**config.mk**
```make
export PLATFORM = sky130hd
export DESIGN_NAME = hotswap_fault_sequencer
export DESIGN_NICKNAME = d
export VERILOG_FILES = /design/src/common/hotswap_pkg.sv /design/src/hw/enable_deglitch.sv /design/src/hw/hotswap_fault_sequencer.sv
export VERILOG_INCLUDE_DIRS = /design/src /design/src/common
export SDC_FILE = /design/constraint.sdc
export NUM_CORES = 1
export LEC_CHECK = 0
export BUFFER_PORTS_ARGS = -buffer_cell sky130_fd_sc_hd__buf_2
export CORE_MARGIN = 8
export CORE_UTILIZATION = 35
export DETAILED_ROUTE_END_ITERATION = 6
export GPL_TIMING_DRIVEN = 0
export MAX_ROUTING_LAYER = met4
export PLACE_DENSITY = 0.62
export SYNTH_ARGS = -nofsm -noshare
export SYNTH_HDL_FRONTEND = slang
export SYNTH_SLANG_ARGS = --single-unit
export TNS_END_PERCENT = 10
```
**constraint.sdc**
```tcl
create_clock -name clk_i -period 3.45 [get_ports clk_i]
set_input_delay 0.345 -clock clk_i [delete_from_list [all_inputs] [get_ports clk_i]]
set_output_delay 0.345 -clock clk_i [all_outputs]
set_load 0.03 [all_outputs]
```
**src/common/hotswap_consts.svh**
```systemverilog
// Timing constants for the hotswap fault sequencer
`ifndef HOTSWAP_CONSTS_SVH
`define HOTSWAP_CONSTS_SVH

`define CLK_PERIOD_PS          8000
`define INSERTION_WAIT_US_X10  137000
// Long delays are worked out in 64-bit arithmetic; 32-bit products would wrap
`define INSERTION_WAIT_CYC     ((`INSERTION_WAIT_US_X10 * 64'd100000 + `CLK_PERIOD_PS - 1) / `CLK_PERIOD_PS)
`define ENABLE_DEGLITCH_NS     6000
`define ENABLE_DEGLITCH_CYC    ((`ENABLE_DEGLITCH_NS * 1000 + `CLK_PERIOD_PS - 1) / `CLK_PERIOD_PS)
`define HIGH_VOLTAGE_RESP_PS   1570000
`define HIGH_VOLTAGE_RESP_CYC  (`HIGH_VOLTAGE_RESP_PS / `CLK_PERIOD_PS)
`define FIXED_TRIP_RESP_NS     200
`define SCALED_TRIP_RESP_NS    400
`define BLANK_SHORT_US         400
`define BLANK_SHORT_CYC        ((`BLANK_SHORT_US * 1000000 + `CLK_PERIOD_PS - 1) / `CLK_PERIOD_PS)
`define BLANK_LONG_US          3200
`define BLANK_LONG_CYC         ((`BLANK_LONG_US * 64'd1000000 + `CLK_PERIOD_PS - 1) / `CLK_PERIOD_PS)
`define STARTUP_TIMEOUT_MS     215
`define STARTUP_TIMEOUT_CYC    ((`STARTUP_TIMEOUT_MS * 64'd1000000000) / `CLK_PERIOD_PS)
`define RETRY_WAIT_MS          105
`define RETRY_WAIT_CYC         ((`RETRY_WAIT_MS * 64'd1000000000 + `CLK_PERIOD_PS - 1) / `CLK_PERIOD_PS)
`define DRAIN_WAIT_US_X100     466000
`define DRAIN_WAIT_CYC         ((`DRAIN_WAIT_US_X100 * 64'd10000 + `CLK_PERIOD_PS - 1) / `CLK_PERIOD_PS)
`define PG_DELAY_US            20
`define PG_DELAY_CYC           ((`PG_DELAY_US * 1000000 + `CLK_PERIOD_PS - 1) / `CLK_PERIOD_PS)
`define TIMER_WIDTH            32

`endif

```
**src/common/hotswap_pkg.sv**
```systemverilog
// Types for the hotswap fault sequencer
package hotswap_pkg;
   // Sequencer states
   typedef enum logic [2:0] {
      ST_WAIT_SUPPLY,
      ST_INSERTION,
      ST_SAMPLE_ENABLE,
      ST_RAMP,
      ST_ON,
      ST_FAULT_LATCH,
      ST_RETRY_WAIT
   } seq_state_type;
endpackage : hotswap_pkg

```
**src/hw/enable_deglitch.sv**
```systemverilog
// Deglitch filter for the enable level
`timescale 1ns/1ps
`default_nettype none
`include "hotswap_consts.svh"

module enable_deglitch #(
   parameter int unsigned FILTER_CYC = `ENABLE_DEGLITCH_CYC
) (
   input  wire logic clk_i,
   input  wire logic reset_i,
   input  wire logic raw_i,      // Raw enable level
   output logic      filtered_o  // Stable enable level
);
   logic [15:0] count_q;          // Cycles the raw level has differed
   logic [15:0] count_d;
   logic        level_q;          // Accepted level
   wire         differs = (raw_i != level_q);
   wire         expired = (count_q >= 16'(FILTER_CYC - 1));

   // Count only while raw differs; short pulses restart the count
   always_comb begin
      count_d = differs ? (expired ? 16'h0000 : count_q + 16'h0001) : 16'h0000;
   end

   // Level flips only after the full filter time
   always_ff @(posedge clk_i) begin
      if (reset_i) begin
         count_q <= 16'h0000;
         level_q <= 1'b0;
      end else begin
         count_q <= count_d;
         if (differs && expired) begin
            level_q <= raw_i;
         end
      end
   end

   assign filtered_o = level_q;
endmodule : enable_deglitch
`default_nettype wire

```
**src/hw/hotswap_fault_sequencer.sv**
```systemverilog
// Hotswap start-up sequencing and fault timing logic
// Operation
// - Hold switch off 13.7 ms after supply good
// - Sample enable after delay; high starts conduction
// - Enable low keeps switch off
// - Deglitch enable for 6 us
// - Overvoltage turns output off within 1.57 us
// - Fixed fast trip cuts within 200 ns
// - Scaled fast trip cuts within 400 ns
// - Blanked overcurrent trips after 400us or 3.2ms
// - Start-up not done in 215 ms flags fault
// - Thermal shutdown forces switch off always
// - Start-up fault latches or retries per configuration
// - Enable in drain band too long drains output
// - Enable below shutdown clears all state
`timescale 1ns/1ps
`default_nettype none
`include "hotswap_consts.svh"

// All timing parameters are cycle counts of the 8 ns timebase
// Defaults give the documented delays; a bench may shorten them
// Pin levels arrive already compared and are taken as synchronous
module hotswap_fault_sequencer
   import hotswap_pkg::*;
#(
   parameter longint unsigned INSERTION_CYC = `INSERTION_WAIT_CYC,
   parameter longint unsigned BLANK_SHORT   = `BLANK_SHORT_CYC,
   parameter longint unsigned BLANK_LONG    = `BLANK_LONG_CYC,
   parameter longint unsigned STARTUP_CYC   = `STARTUP_TIMEOUT_CYC,
   parameter longint unsigned RETRY_CYC     = `RETRY_WAIT_CYC,
   parameter longint unsigned DRAIN_CYC     = `DRAIN_WAIT_CYC,
   parameter int unsigned     ENABLE_DG_CYC = `ENABLE_DEGLITCH_CYC
) (
   input  wire logic clk_i,
   input  wire logic reset_i,                   // Synchronous reset, high
   input  wire logic shutdown_level_i,          // Enable below shutdown level
   input  wire logic enable_threshold_input_i,  // Enable above low-voltage rising level
   input  wire logic input_low_voltage_guard_i, // Supply above low-voltage guard
   input  wire logic input_high_voltage_guard_i,// Supply above high-voltage level
   input  wire logic fixed_trip_i,              // Current above fixed trip level
   input  wire logic scaled_trip_i,             // Current above scaled trip level
   input  wire logic overcurrent_i,             // Current above programmed threshold
   input  wire logic thermal_shutdown_i,        // Junction too hot
   input  wire logic switch_fully_on_i,         // Switch gate fully enhanced
   input  wire logic long_blanking_i,           // Long-blanking variant strap
   input  wire logic auto_retry_i,              // Auto-retry configuration strap
   output logic      internal_switch_enable_o,  // Switch drive request
   output logic      output_ramp_control_o,     // Ramp generator enable
   output logic      fault_indicator_output_o,  // High when good, low on fault
   output logic      power_good_output_o,       // Power good
   output logic      quick_output_drain_o       // Output discharge enable
);
   localparam int TW = `TIMER_WIDTH;

   seq_state_type state_q, state_d;     // Sequencer state
   logic [TW-1:0] timer_q, timer_d;     // Shared sequencing timer
   logic [TW-1:0] blank_q;              // Overcurrent blanking counter
   logic [TW-1:0] pg_q;                 // Power-good delay counter
   logic [TW-1:0] drain_q;              // Discharge band counter
   logic          fault_q;              // Latched fault indicator
   logic          pg_out_q;             // Registered power good
   logic          drain_q_out;          // Registered discharge enable
   logic          switch_q;             // Registered switch enable
   logic          ramp_q;               // Registered ramp enable
   logic          long_sel_q;           // Blanking variant captured at release of reset or shutdown level
   logic          retry_sel_q;          // Retry mode captured at release of reset or shutdown level
   logic          enable_ok;            // Deglitched enable

   // Shutdown level acts as a full clear alongside reset
   wire clear_all = reset_i | shutdown_level_i;

   enable_deglitch #(
      .FILTER_CYC (ENABLE_DG_CYC)
   ) u_enable_deglitch (
      .clk_i      (clk_i),
      .reset_i    (clear_all),
      .raw_i      (enable_threshold_input_i),
      .filtered_o (enable_ok)
   );

   // Immediate kill terms; each acts in the very next cycle, well inside its time
   // One cycle is 8 ns, so even the 200 ns trip has a wide margin
   wire fast_kill  = input_high_voltage_guard_i
                   | fixed_trip_i
                   | scaled_trip_i;
   // Blanking limit follows the variant captured at the last clear
   wire blank_lim_hit = (blank_q >= TW'(long_sel_q ? BLANK_LONG - 1 : BLANK_SHORT - 1));
   // Trip needs the overcurrent still present at the limit
   wire blank_trip = overcurrent_i & blank_lim_hit;
   // Timer end points; the shared timer is zero on entry to ST_INSERTION, ST_RAMP and ST_RETRY_WAIT
   wire timer_done_ins   = (timer_q >= TW'(INSERTION_CYC - 1));
   wire timer_done_su    = (timer_q >= TW'(STARTUP_CYC - 1));
   wire timer_done_retry = (timer_q >= TW'(RETRY_CYC - 1));
   // Off band: filtered enable low with the switch already open
   // Shutdown level is not part of it, since that clears everything
   wire drain_band = ~enable_ok & ~switch_q;
   // Power-good delay end point
   wire pg_done  = (pg_q >= TW'(`PG_DELAY_CYC - 1));

   // Next-state decode
   always_comb begin
      state_d = state_q;
      timer_d = timer_q + TW'(1);
      case (state_q)
         ST_WAIT_SUPPLY: begin
            // Timer parked at zero until the supply qualifies
            timer_d = '0;
            if (input_low_voltage_guard_i) begin
               state_d = ST_INSERTION;
            end
         end
         ST_INSERTION: begin
            // Switch held off regardless of enable
            if (!input_low_voltage_guard_i) begin
               state_d = ST_WAIT_SUPPLY;
            end else if (timer_done_ins) begin
               state_d = ST_SAMPLE_ENABLE;
            end
         end
         ST_SAMPLE_ENABLE: begin
            // Timer cleared so the start-up timeout counts from the ramp
            timer_d = '0;
            if (!input_low_voltage_guard_i) begin
               state_d = ST_WAIT_SUPPLY;
            end else if (enable_ok && !fast_kill && !thermal_shutdown_i) begin
               state_d = ST_RAMP;
            end
         end
         ST_RAMP: begin
            // Ramp ends on full enhancement, a kill term or the timeout
            // Kills win over a timeout in the same cycle: no fault is flagged
            if (!enable_ok || !input_low_voltage_guard_i || fast_kill || thermal_shutdown_i) begin
               state_d = ST_SAMPLE_ENABLE;
            end else if (switch_fully_on_i) begin
               state_d = ST_ON;
            end else if (timer_done_su) begin
               timer_d = '0;
               state_d = retry_sel_q ? ST_RETRY_WAIT : ST_FAULT_LATCH;
            end
         end
         ST_ON: begin
            // Steady state; the blanking counter runs beside this state
            timer_d = '0;
            if (blank_trip) begin
               state_d = retry_sel_q ? ST_RETRY_WAIT : ST_FAULT_LATCH;
            end else if (!enable_ok || !input_low_voltage_guard_i || fast_kill || thermal_shutdown_i) begin
               // Overvoltage recovery restarts a controlled ramp
               state_d = ST_SAMPLE_ENABLE;
            end
         end
         ST_FAULT_LATCH: begin
            // Only reset or the shutdown level clears a latched fault
            timer_d = '0;
         end
         ST_RETRY_WAIT: begin
            // Switch stays open for the whole retry interval
            if (timer_done_retry) begin
               state_d = ST_SAMPLE_ENABLE;
            end
         end
         default: begin
            // Unused encodings fall back to the safe supply wait
            state_d = ST_WAIT_SUPPLY;
         end
      endcase
   end

   // Sequencer registers
   // Shutdown level clears like reset, so no state survives it
   always_ff @(posedge clk_i) begin
      if (clear_all) begin
         state_q <= ST_WAIT_SUPPLY;
         timer_q <= '0;
      end else begin
         state_q <= state_d;
         timer_q <= timer_d;
      end
   end

   // Straps captured by a clocked process while cleared
   // A strap change takes effect only after the next clear
   always_ff @(posedge clk_i) begin
      if (clear_all) begin
         long_sel_q  <= long_blanking_i;
         retry_sel_q <= auto_retry_i;
      end
   end

   // Blanking counter runs only while overcurrent persists in steady state
   always_ff @(posedge clk_i) begin
      if (clear_all || !overcurrent_i || state_q != ST_ON) begin
         blank_q <= '0;
      end else if (!blank_lim_hit) begin
         blank_q <= blank_q + TW'(1);
      end
   end

   // Switch and ramp drive; off in the cycle after any kill term
   // Kill terms gate the flop directly, not only through the state
   always_ff @(posedge clk_i) begin
      if (clear_all) begin
         switch_q <= 1'b0;
         ramp_q   <= 1'b0;
      end else begin
         switch_q <= (state_d == ST_RAMP || state_d == ST_ON)
                     & ~thermal_shutdown_i
                     & ~fast_kill
                     & enable_ok;
         ramp_q   <= (state_d == ST_RAMP);
      end
   end

   // Fault indicator: set by start-up timeout or breaker trip; set wins
   // Set and clear come from different states, so they never collide
   always_ff @(posedge clk_i) begin
      if (clear_all) begin
         fault_q <= 1'b0;
      end else if ((state_q == ST_RAMP && state_d != ST_SAMPLE_ENABLE && timer_done_su && !switch_fully_on_i)
                   || (state_q == ST_ON && blank_trip)) begin
         fault_q <= 1'b1;
      end else if (state_q == ST_RETRY_WAIT && timer_done_retry) begin
         fault_q <= 1'b0;
      end
   end

   // Power good delay after fully on; drops on any shutdown
   always_ff @(posedge clk_i) begin
      if (clear_all || state_q != ST_ON || state_d != ST_ON) begin
         pg_q     <= '0;
         pg_out_q <= 1'b0;
      end else begin
         if (!pg_done) begin
            pg_q <= pg_q + TW'(1);
         end
         pg_out_q <= pg_done;
      end
   end

   // Discharge after enable has sat in the off band long enough
   // Counter holds at its limit so the discharge stays on in the band
   always_ff @(posedge clk_i) begin
      if (clear_all || !drain_band) begin
         drain_q     <= '0;
         drain_q_out <= 1'b0;
      end else if (drain_q >= TW'(DRAIN_CYC - 1)) begin
         drain_q_out <= 1'b1;
      end else begin
         drain_q <= drain_q + TW'(1);
      end
   end

   // Outputs come straight from flops
   // Fault pin is low when a fault is latched
   // Power good is high only with the fault clear; discharge can be high while a fault is latched
   assign internal_switch_enable_o = switch_q;
   assign output_ramp_control_o    = ramp_q;
   assign fault_indicator_output_o = ~fault_q;
   assign power_good_output_o      = pg_out_q;
   assign quick_output_drain_o     = drain_q_out;
endmodule : hotswap_fault_sequencer
`default_nettype wire

```
Yosys cells after proc, flatten, opt, wreduce, memory -nomap -nowiden
Cells that the tools add are included.
{"block": "word_totals", "regBits": 155, "in_bits": 13, "out_inout_bits": 5, "elab_cells": 101}
{"block": "op_classes", "addsub": 5, "magnitude_cmp": 7, "eq_ne": 12, "n_mux": 20, "bitwise": 14, "n_reduce_logical": 29}
{"cell": "$add A32 B1 Y32 const B", "count": 4}
{"cell": "$mux W32", "count": 3}
{"cell": "$pmux W32 S2", "count": 1}
{"cell": "$mux W3", "count": 11}
{"cell": "$ge A32 B12 Y1 const B", "count": 1}
{"cell": "$ge A32 B19 Y1", "count": 1}
{"cell": "$ge A32 B20 Y1 const B", "count": 1}
{"cell": "$ge A32 B21 Y1 const B", "count": 1}
{"cell": "$ge A32 B24 Y1 const B", "count": 1}
{"cell": "$ge A32 B25 Y1 const B", "count": 1}
{"cell": "$pmux W3 S7", "count": 1}
{"cell": "$mux W19", "count": 1}
{"cell": "$add A16 B1 Y16 const B", "count": 1}
{"cell": "$ge A16 B10 Y1 const B", "count": 1}
{"cell": "$eq A3 B3 Y1 const B", "count": 4}
{"cell": "$logic_or A1 B1 Y1", "count": 10}
{"cell": "$eq A3 B2 Y1 const B", "count": 3}
{"cell": "$logic_and A1 B1 Y1", "count": 8}
{"cell": "$logic_not A1 Y1", "count": 7}
{"cell": "$ne A3 B3 Y1 const B", "count": 2}
{"cell": "$not A1 Y1", "count": 6}
{"cell": "$and A1 B1 Y1", "count": 5}
{"cell": "$reduce_or A4 Y1", "count": 1}
{"cell": "$eq A3 B1 Y1 const B", "count": 1}
{"cell": "other kinds (8)", "count": 11}

Logic depth before layout (Yosys ltp)
Gate-level depths: netlist of run 1.
{"block": "depth", "depth_word": 14, "ltp_mapped": 11, "depth_no_buf": 10}

Hierarchy
From an unflattened synthesis of run 1, not the netlist that was laid out.
{"block": "unflattened", "hier_cells": 810, "area_unflattened_um2": 7001.7}
{"module": "hotswap_fault_sequencer", "n_inst": 1, "cells_per_inst": 741, "area_per_inst_um2": 6299.8, "seq_area_each_um2": 2782.7}
{"module": "enable_deglitch", "n_inst": 1, "cells_per_inst": 69, "area_per_inst_um2": 701.9, "seq_area_each_um2": 340.3}

Worst setup path after synthesis of run 1
No wires, ideal clock.
{"block": "synth_path", "path_kind": "reg2reg", "from": "reg long_sel_q", "to": "reg pg_q[13]", "t_arrival_ns": 2.570, "required_time_ns": 3.393, "slack_ns": 0.824, "stages_incl_launch_ff": 12, "path_cell_list": "edfxtp_1 -> inv_1 -> ha_1 -> a211oi_1 -> nand2_1 -> nor3_1 -> nand3_2 -> mux2_2 -> o2111a_1 -> and4_4 -> buf_6 -> and2_4"}
{"block": "synth_between", "elab_chain_cells": 7}
{"element": "start, declared", "line": "hotswap_fault_sequencer.sv:65", "text": "logic long_sel_q;"}
{"element": "start signal, assigned", "line": "hotswap_fault_sequencer.sv:184", "text": "long_sel_q <= long_blanking_i;"}
{"element": "$mux W19", "line": "hotswap_fault_sequencer.sv:87", "text": "wire blank_lim_hit = (blank_q >= TW'(long_sel_q ? BLANK_LONG - 1 : BLANK_SHORT - 1));"}
{"element": "$ge A32 B19 Y1", "line": "hotswap_fault_sequencer.sv:87"}
{"element": "$and A1 B1 Y1", "line": "hotswap_fault_sequencer.sv:89", "text": "wire blank_trip = overcurrent_i & blank_lim_hit;"}
{"element": "$mux W3", "line": "hotswap_fault_sequencer.sv:144", "text": "if (blank_trip) begin"}
{"element": "$pmux W3 S7", "line": "hotswap_fault_sequencer.sv:104", "text": "case (state_q)"}
{"element": "$ne A3 B3 Y1", "line": "hotswap_fault_sequencer.sv:228", "text": "if (clear_all || state_q != ST_ON || state_d != ST_ON) begin"}
{"element": "$logic_or A1 B1 Y1", "line": "hotswap_fault_sequencer.sv:228"}
{"element": "end signal, assigned", "line": "hotswap_fault_sequencer.sv:233", "text": "pg_q <= pg_q + TW'(1);"}
{"element": "end, declared", "line": "hotswap_fault_sequencer.sv:58", "text": "logic [TW-1:0] pg_q;"}
Every way passes these cells.
A chain may end at the register's enable or synchronous reset.

Worst setup path after layout of run 1
{"block": "layout_path", "from": "reg long_sel_q", "to": "reg pg_q[24]"}
The elaborated chain is that of the path after synthesis.

==> impl_metrics.ini, run 1 <==
[timing]
tightest_slew_ns = 0.732
finalSetupViolCount = 0
rsz0062_at_grt = false
hold_viol = 0
min_period_ns = 3.05
finalSetupTns_ns = 0
slew_headroom = 0.499
slew_violations = 0
finClkSkew_ns = 0.0152
fmax_ghz = 0.328
post-route-period-util = 0.884
whs_ns = 0.129

[setup_path]
path_class = reg2reg
path_cells = inv_1 > ha_1 > a211oi_1 > nand2_1 > nor3_1 > nand3_2 > mux2_2 > o2111a_1 > and4_4 > buf_6 > and2_4
worst_ep_required_time_ns = 3.82
path_max_fanout = 10
critPathArrivalTime_ns = 3.42
cp_num_buf_inv = 2
crit_slowest_cell = edfxtp_1
max_stage_delay_ns = 0.46
worstSetupEndpointType = register
start_kind = register
cp_top_family = simple AND/OR/NAND/NOR gates

[clocking]
holdBufCountCts = 0
clock_sinks = 155
postCtsSetupBuffers = 0
clockRootBuffer = clkbuf_16
cts_buffer_depth = 2
post_cts_resized = 0
cts_tree = done
cts_buffers = 17
htree_levels = 4
worstSkewPairLatency_ns = 0.43
clk_pin_slew_worst_paths_ns = 0.06

[logic_synthesis]
synthFlopType = dfxtp_1
synth_top_family_by_area = simple AND/OR/NAND/NOR gates
synth-async-reset-ratio = 0
synth.cell_area_um2 = 6750
netlist.area_leader.share = 0.454
synth-xor-area-share = 0.104
synth_area_leaders = dfxtp_1 (45%), nor2_1 (7.1%), xnor2_1 (6.6%)
synthSimpleGateAreaFrac = 0.288
synth_edf_count = 2
syn-instance-count = 743
yosys_warnings = 0
synth_compound_area_frac = 0.0769
yosysTopAreaCell = dfxtp_1
avgSynthCellArea_um2 = 9.09
yosysSeqAreaShare = 0.462
synthMuxAreaShare = 0.00760
synth_seq_cells = 155
synthAdderAreaFrac = 0.0315
synth.distinct_cells = 62

[global_route]
grt_usage = 0.112
grt_pass1_wl_mm = 21.6
antenna_found_initial = 1
grt_pass1_vias = 4653
grt_max_degree = 17
overflow = 0

[floorplanning]
die_width_um = 155
core_area_um2 = 19200
start_util = 0.352
row_count = 51
die_y_um = 155
io_pins = 18
die-area_um2 = 24000

[placed_design]
placed_area_um2 = 7190
dp_hpwl_mm = 8.66
portBuffers = 17
gp_routability_congestion = 0.826

[layout]
finalNetCount = 814
n_fill_cell = 1912
drive_above_1_share = 0.110
mostFrequentLayoutCells = dfxtp_1 (153), nor2_1 (128), xnor2_1 (51)
postLayoutCellArea_um2 = 7740
layout_commonest_cell = dfxtp_1
syn2layout_area_growth_pct = 14.7

[power]
p_leak_nw = 2.76
powerDensity_nw_per_um2 = 467
total_power_w = 0.00362
ir_worst_vdd_v = 0.000374

[routing]
first_iter_violations = 217
vias_per_cell = 4.64
routed_wl_mm = 12.3
antenna_left = 0
wl_per_cell_um = 11.6
drtPass1Iterations = 4
vias = 4932
drc = 0

[status]
status = finished, final reports clean

[min_path]
min_path_type = in2reg

[flow_run]
cap_violations = 0
cells by family (layout without fill, tap and decap cells):
family	Yosys count	count (layout)
xor+xnor	80	80
fa+ha+maj	17	17
buf+inv	46	95
compound gates	65	65
other cells	1	7
flops	155	155
simple gates	374	374
mux	5	5
where the power goes:
part	switching (W)	internal, W
Combinational	0.0000354	0.0000202
Clock	0.000806	0.000948
Sequential	0.00000534	0.00180
metal layers:
layer / vias up / global-route usage / share of wire
met1: 2239 / 0.142 / 0.53
li1: 2631 / - / -
met3: 16 / 0.0369 / 0.040
met4: 0 / 0.0420 / 0.016
met5: - / - / 0
met2: 46 / 0.164 / 0.42
registers in the layout, summed over array words and instances, names as in the netlist:
name                          cells
blank_q                          32
drain_q                          32
pg_q                             32
timer_q                          32
u_enable_deglitch.count_q        16
state_q                           3
fault_q                           1
internal_switch_enable_o          1
long_sel_q                        1
output_ramp_control_o             1
power_good_output_o               1
quick_output_drain_o              1
retry_sel_q                       1
u_enable_deglitch.filtered_o      1
per-stage QoR:
| step | util | std cells | setup slack [ns] |
|---|---|---|---|
| floorplan | - | 748 | 0.824 |
| global placement | 0.374 | 1030 | 0.424 |
| detailed placement | 0.374 | 1030 | 0.382 |
| CTS | 0.403 | 1062 | 0.371 |
| global route | 0.403 | 1063 | 0.191 |
| finish | 0.403 | 1063 | 0.400 |
layout make-up:
| type | instances | area [um2] | area share |
|---|---|---|---|
| diodes | 1 | 2.50 | 0.000323 |
| plain buffers | 24 | 115 | 0.0149 |
| clock buffers | 18 | 429 | 0.0554 |
| clock inverters | 14 | 124 | 0.0160 |
| inverters | 22 | 82.6 | 0.0107 |
| multi-input cells | 547 | 3450 | 0.446 |
| flip-flops and latches | 155 | 3120 | 0.403 |
| well taps | 265 | 332 | 0.0428 |
| repair buffers | 17 | 85.1 | 0.0110 |
path summary, 6_finish.rpt:
check | slack, ns | from | depth (start not counted) | endpoint
max | 0.40 | long_sel_q | 11 | pg_q[24]
min reg2reg | 0.45 | quick_output_drain_o | 2 | quick_output_drain_o
min | 0.13 | long_blanking_i | 1 | long_sel_q
max reg2reg | 0.40 | long_sel_q | 11 | pg_q[24]
cells in the mapped netlist (19+ instances only):
cell type	count
inv_1	22
nand2_1	48
and3_1	37
nand3_1	28
clkbuf_1	19
xor2_1	29
nor2_1	128
and2_4	19
nor3_1	25
xnor2_1	51
dfxtp_1	153
Note: power is estimated with default switching activity, not from simulation.
==> run 2: changes to the inputs <==
==> constraint.sdc (replaced) <==
create_clock -name clk_i -period 3.45 [get_ports clk_i]
set_input_delay 0.1725 -clock clk_i [delete_from_list [all_inputs] [get_ports clk_i]]
set_output_delay 0.1725 -clock clk_i [all_outputs]
set_load 0.03 [all_outputs]
==> impl_metrics.ini, run 2 (same netlist as run 1, synthesis figures left out) <==
[layout]
postLayoutCellArea_um2 = 7760
regArea_um2 = 3120
syn2layout_area_growth_pct = 15.0
finalNetCount = 816
mostFrequentLayoutCells = dfxtp_1 (153), nor2_1 (128), xnor2_1 (51)
drive_above_1_share = 0.110
postLayoutCoreUtil = 0.404
multi_input_area_um2 = 3450
layout_commonest_cell = dfxtp_1
n_fill_cell = 1910

[timing]
rsz0062_at_grt = false
fmax_ghz = 0.328
hold_viol = 0
finalWorstSetupSlack_ns = 0.405
whs_ns = 0.0185
tightest_slew_ns = 0.732
slew_violations = 0
post-route-period-util = 0.883
min_period_ns = 3.05
finalSetupTns_ns = 0
finClkSkew_ns = 0.0149
slew_headroom = 0.499
finalSetupViolCount = 0

[clocking]
cts_buffers = 17
htree_levels = 4
postCtsSetupBuffers = 0
cts_tree = done
clock_sinks = 155
clk_pin_slew_worst_paths_ns = 0.07
clockRootBuffer = clkbuf_16
cts_buffer_depth = 2
worstSkewPairLatency_ns = 0.43

[setup_path]
path_class = reg2reg
path_max_fanout = 10
r2r_start = long_sel_q
critPathLaunch = long_sel_q
worst_ep_required_time_ns = 3.82
reg2reg_slack_ns = 0.40
start_kind = register
critPathArrivalTime_ns = 3.41
worstSetupEndpointType = register

[power]
ir_worst_vdd_v = 0.000375
p_sw_w = 0.000847
seqPwrFrac = 0.499
switching_share = 0.234
power.clock.fraction = 0.485
p_int_w = 0.00277
powerDensity_nw_per_um2 = 466
pwr-share-comb = 0.016
p_leak_nw = 2.77

[global_route]
grt_use_met3 = 0.0369
grt_max_degree = 17
use_met1 = 0.143
overflow = 0
grt_pass1_vias = 4652
grt-busiest-layer = met2
antenna_found_initial = 1
grt_pass1_wl_mm = 21.6
grt_usage = 0.112
grt.met2_usage = 0.164

[min_path]
hp-start = enable_threshold_input_i
min_path_type = in2reg

[placed_design]
gp_routability_congestion = 0.826
portBuffers = 17
dp_hpwl_mm = 8.66
placed_area_um2 = 7190
dp_slack_ns = 0.382

[floorplanning]
die_width_um = 155
row_count = 51
die_y_um = 155
io_pins = 18
start_util = 0.352
core_area_um2 = 19200
die-area_um2 = 24000

[routing]
vias_per_cell = 4.63
routed_wl_mm = 12.3
antenna_left = 0
vias = 4933
first_iter_violations = 207
wl_per_cell_um = 11.6
drtPass1Iterations = 4
drc = 0

[flow_run]
cap_violations = 0

[status]
status = finished, final reports clean
==> run 2: cell count changes in the layout (fill, tap and decap cells not counted), sizes merged <==
cell         before  now
dlygate4sd3       0    2
==> run 2: metal layers <==
layer	share of wire	routed length, um
met3	0.038	472
met5	0	0
met4	0.016	193
met2	0.42	5170
met1	0.53	6480
==> run 2: power by group through the flow <==
stage          Combinational [W]  Sequential [W]  Clock [W]
2_1_floorplan          0.0000355         0.00185          0
6_report               0.0000573         0.00181    0.00175
3_5_place_dp           0.0000563         0.00185          0
4_1_cts                0.0000584         0.00181    0.00181
3_3_place_gp           0.0000556         0.00185          0
5_1_grt                0.0000659         0.00181    0.00189
==> run 2: repair_timing <==
item / CTS / global route
endpoints found under the hold margin: 2 / 0
gates resized for setup: 0 / 0
hold buffers: 2 / 0
==> run 2: final timing paths <==
kind / endpoint / cells after the start
min reg2reg: quick_output_drain_o / 2
max reg2reg: pg_q[24] / 11
min: u_enable_deglitch.filtered_o / 3
max: pg_q[24] / 11
==> run 2: cell type report <==
class / instances / area share
multi-input combinational: 547 / 0.445
clock buffer: 18 / 0.0553
timing repair buffer: 19 / 0.0135
sequential: 155 / 0.402
clock inverter: 14 / 0.0160
buffer: 24 / 0.0148
antenna: 1 / 0.000322
inverter: 22 / 0.0106
tap: 265 / 0.0427
==> run 2: through the flow <==
stage	total power, W	std cells
4_1_cts	0.00367	1064
3_5_place_dp	0.00190	1030
5_1_grt	0.00376	1065
6_report	0.00362	1065
3_3_place_gp	0.00190	1030
2_1_floorplan	0.00188	748
==> run 2: critical path: stages, from the launching register on <==
cell,delay (ns)
edfxtp_1,0.46
inv_1,0.22
ha_1,0.29
a211oi_1,0.24
nand2_1,0.09
nor3_1,0.23
nand3_2,0.24
mux2_2,0.30
o2111a_1,0.34
and4_4,0.30
buf_6,0.14
and2_4,0.14
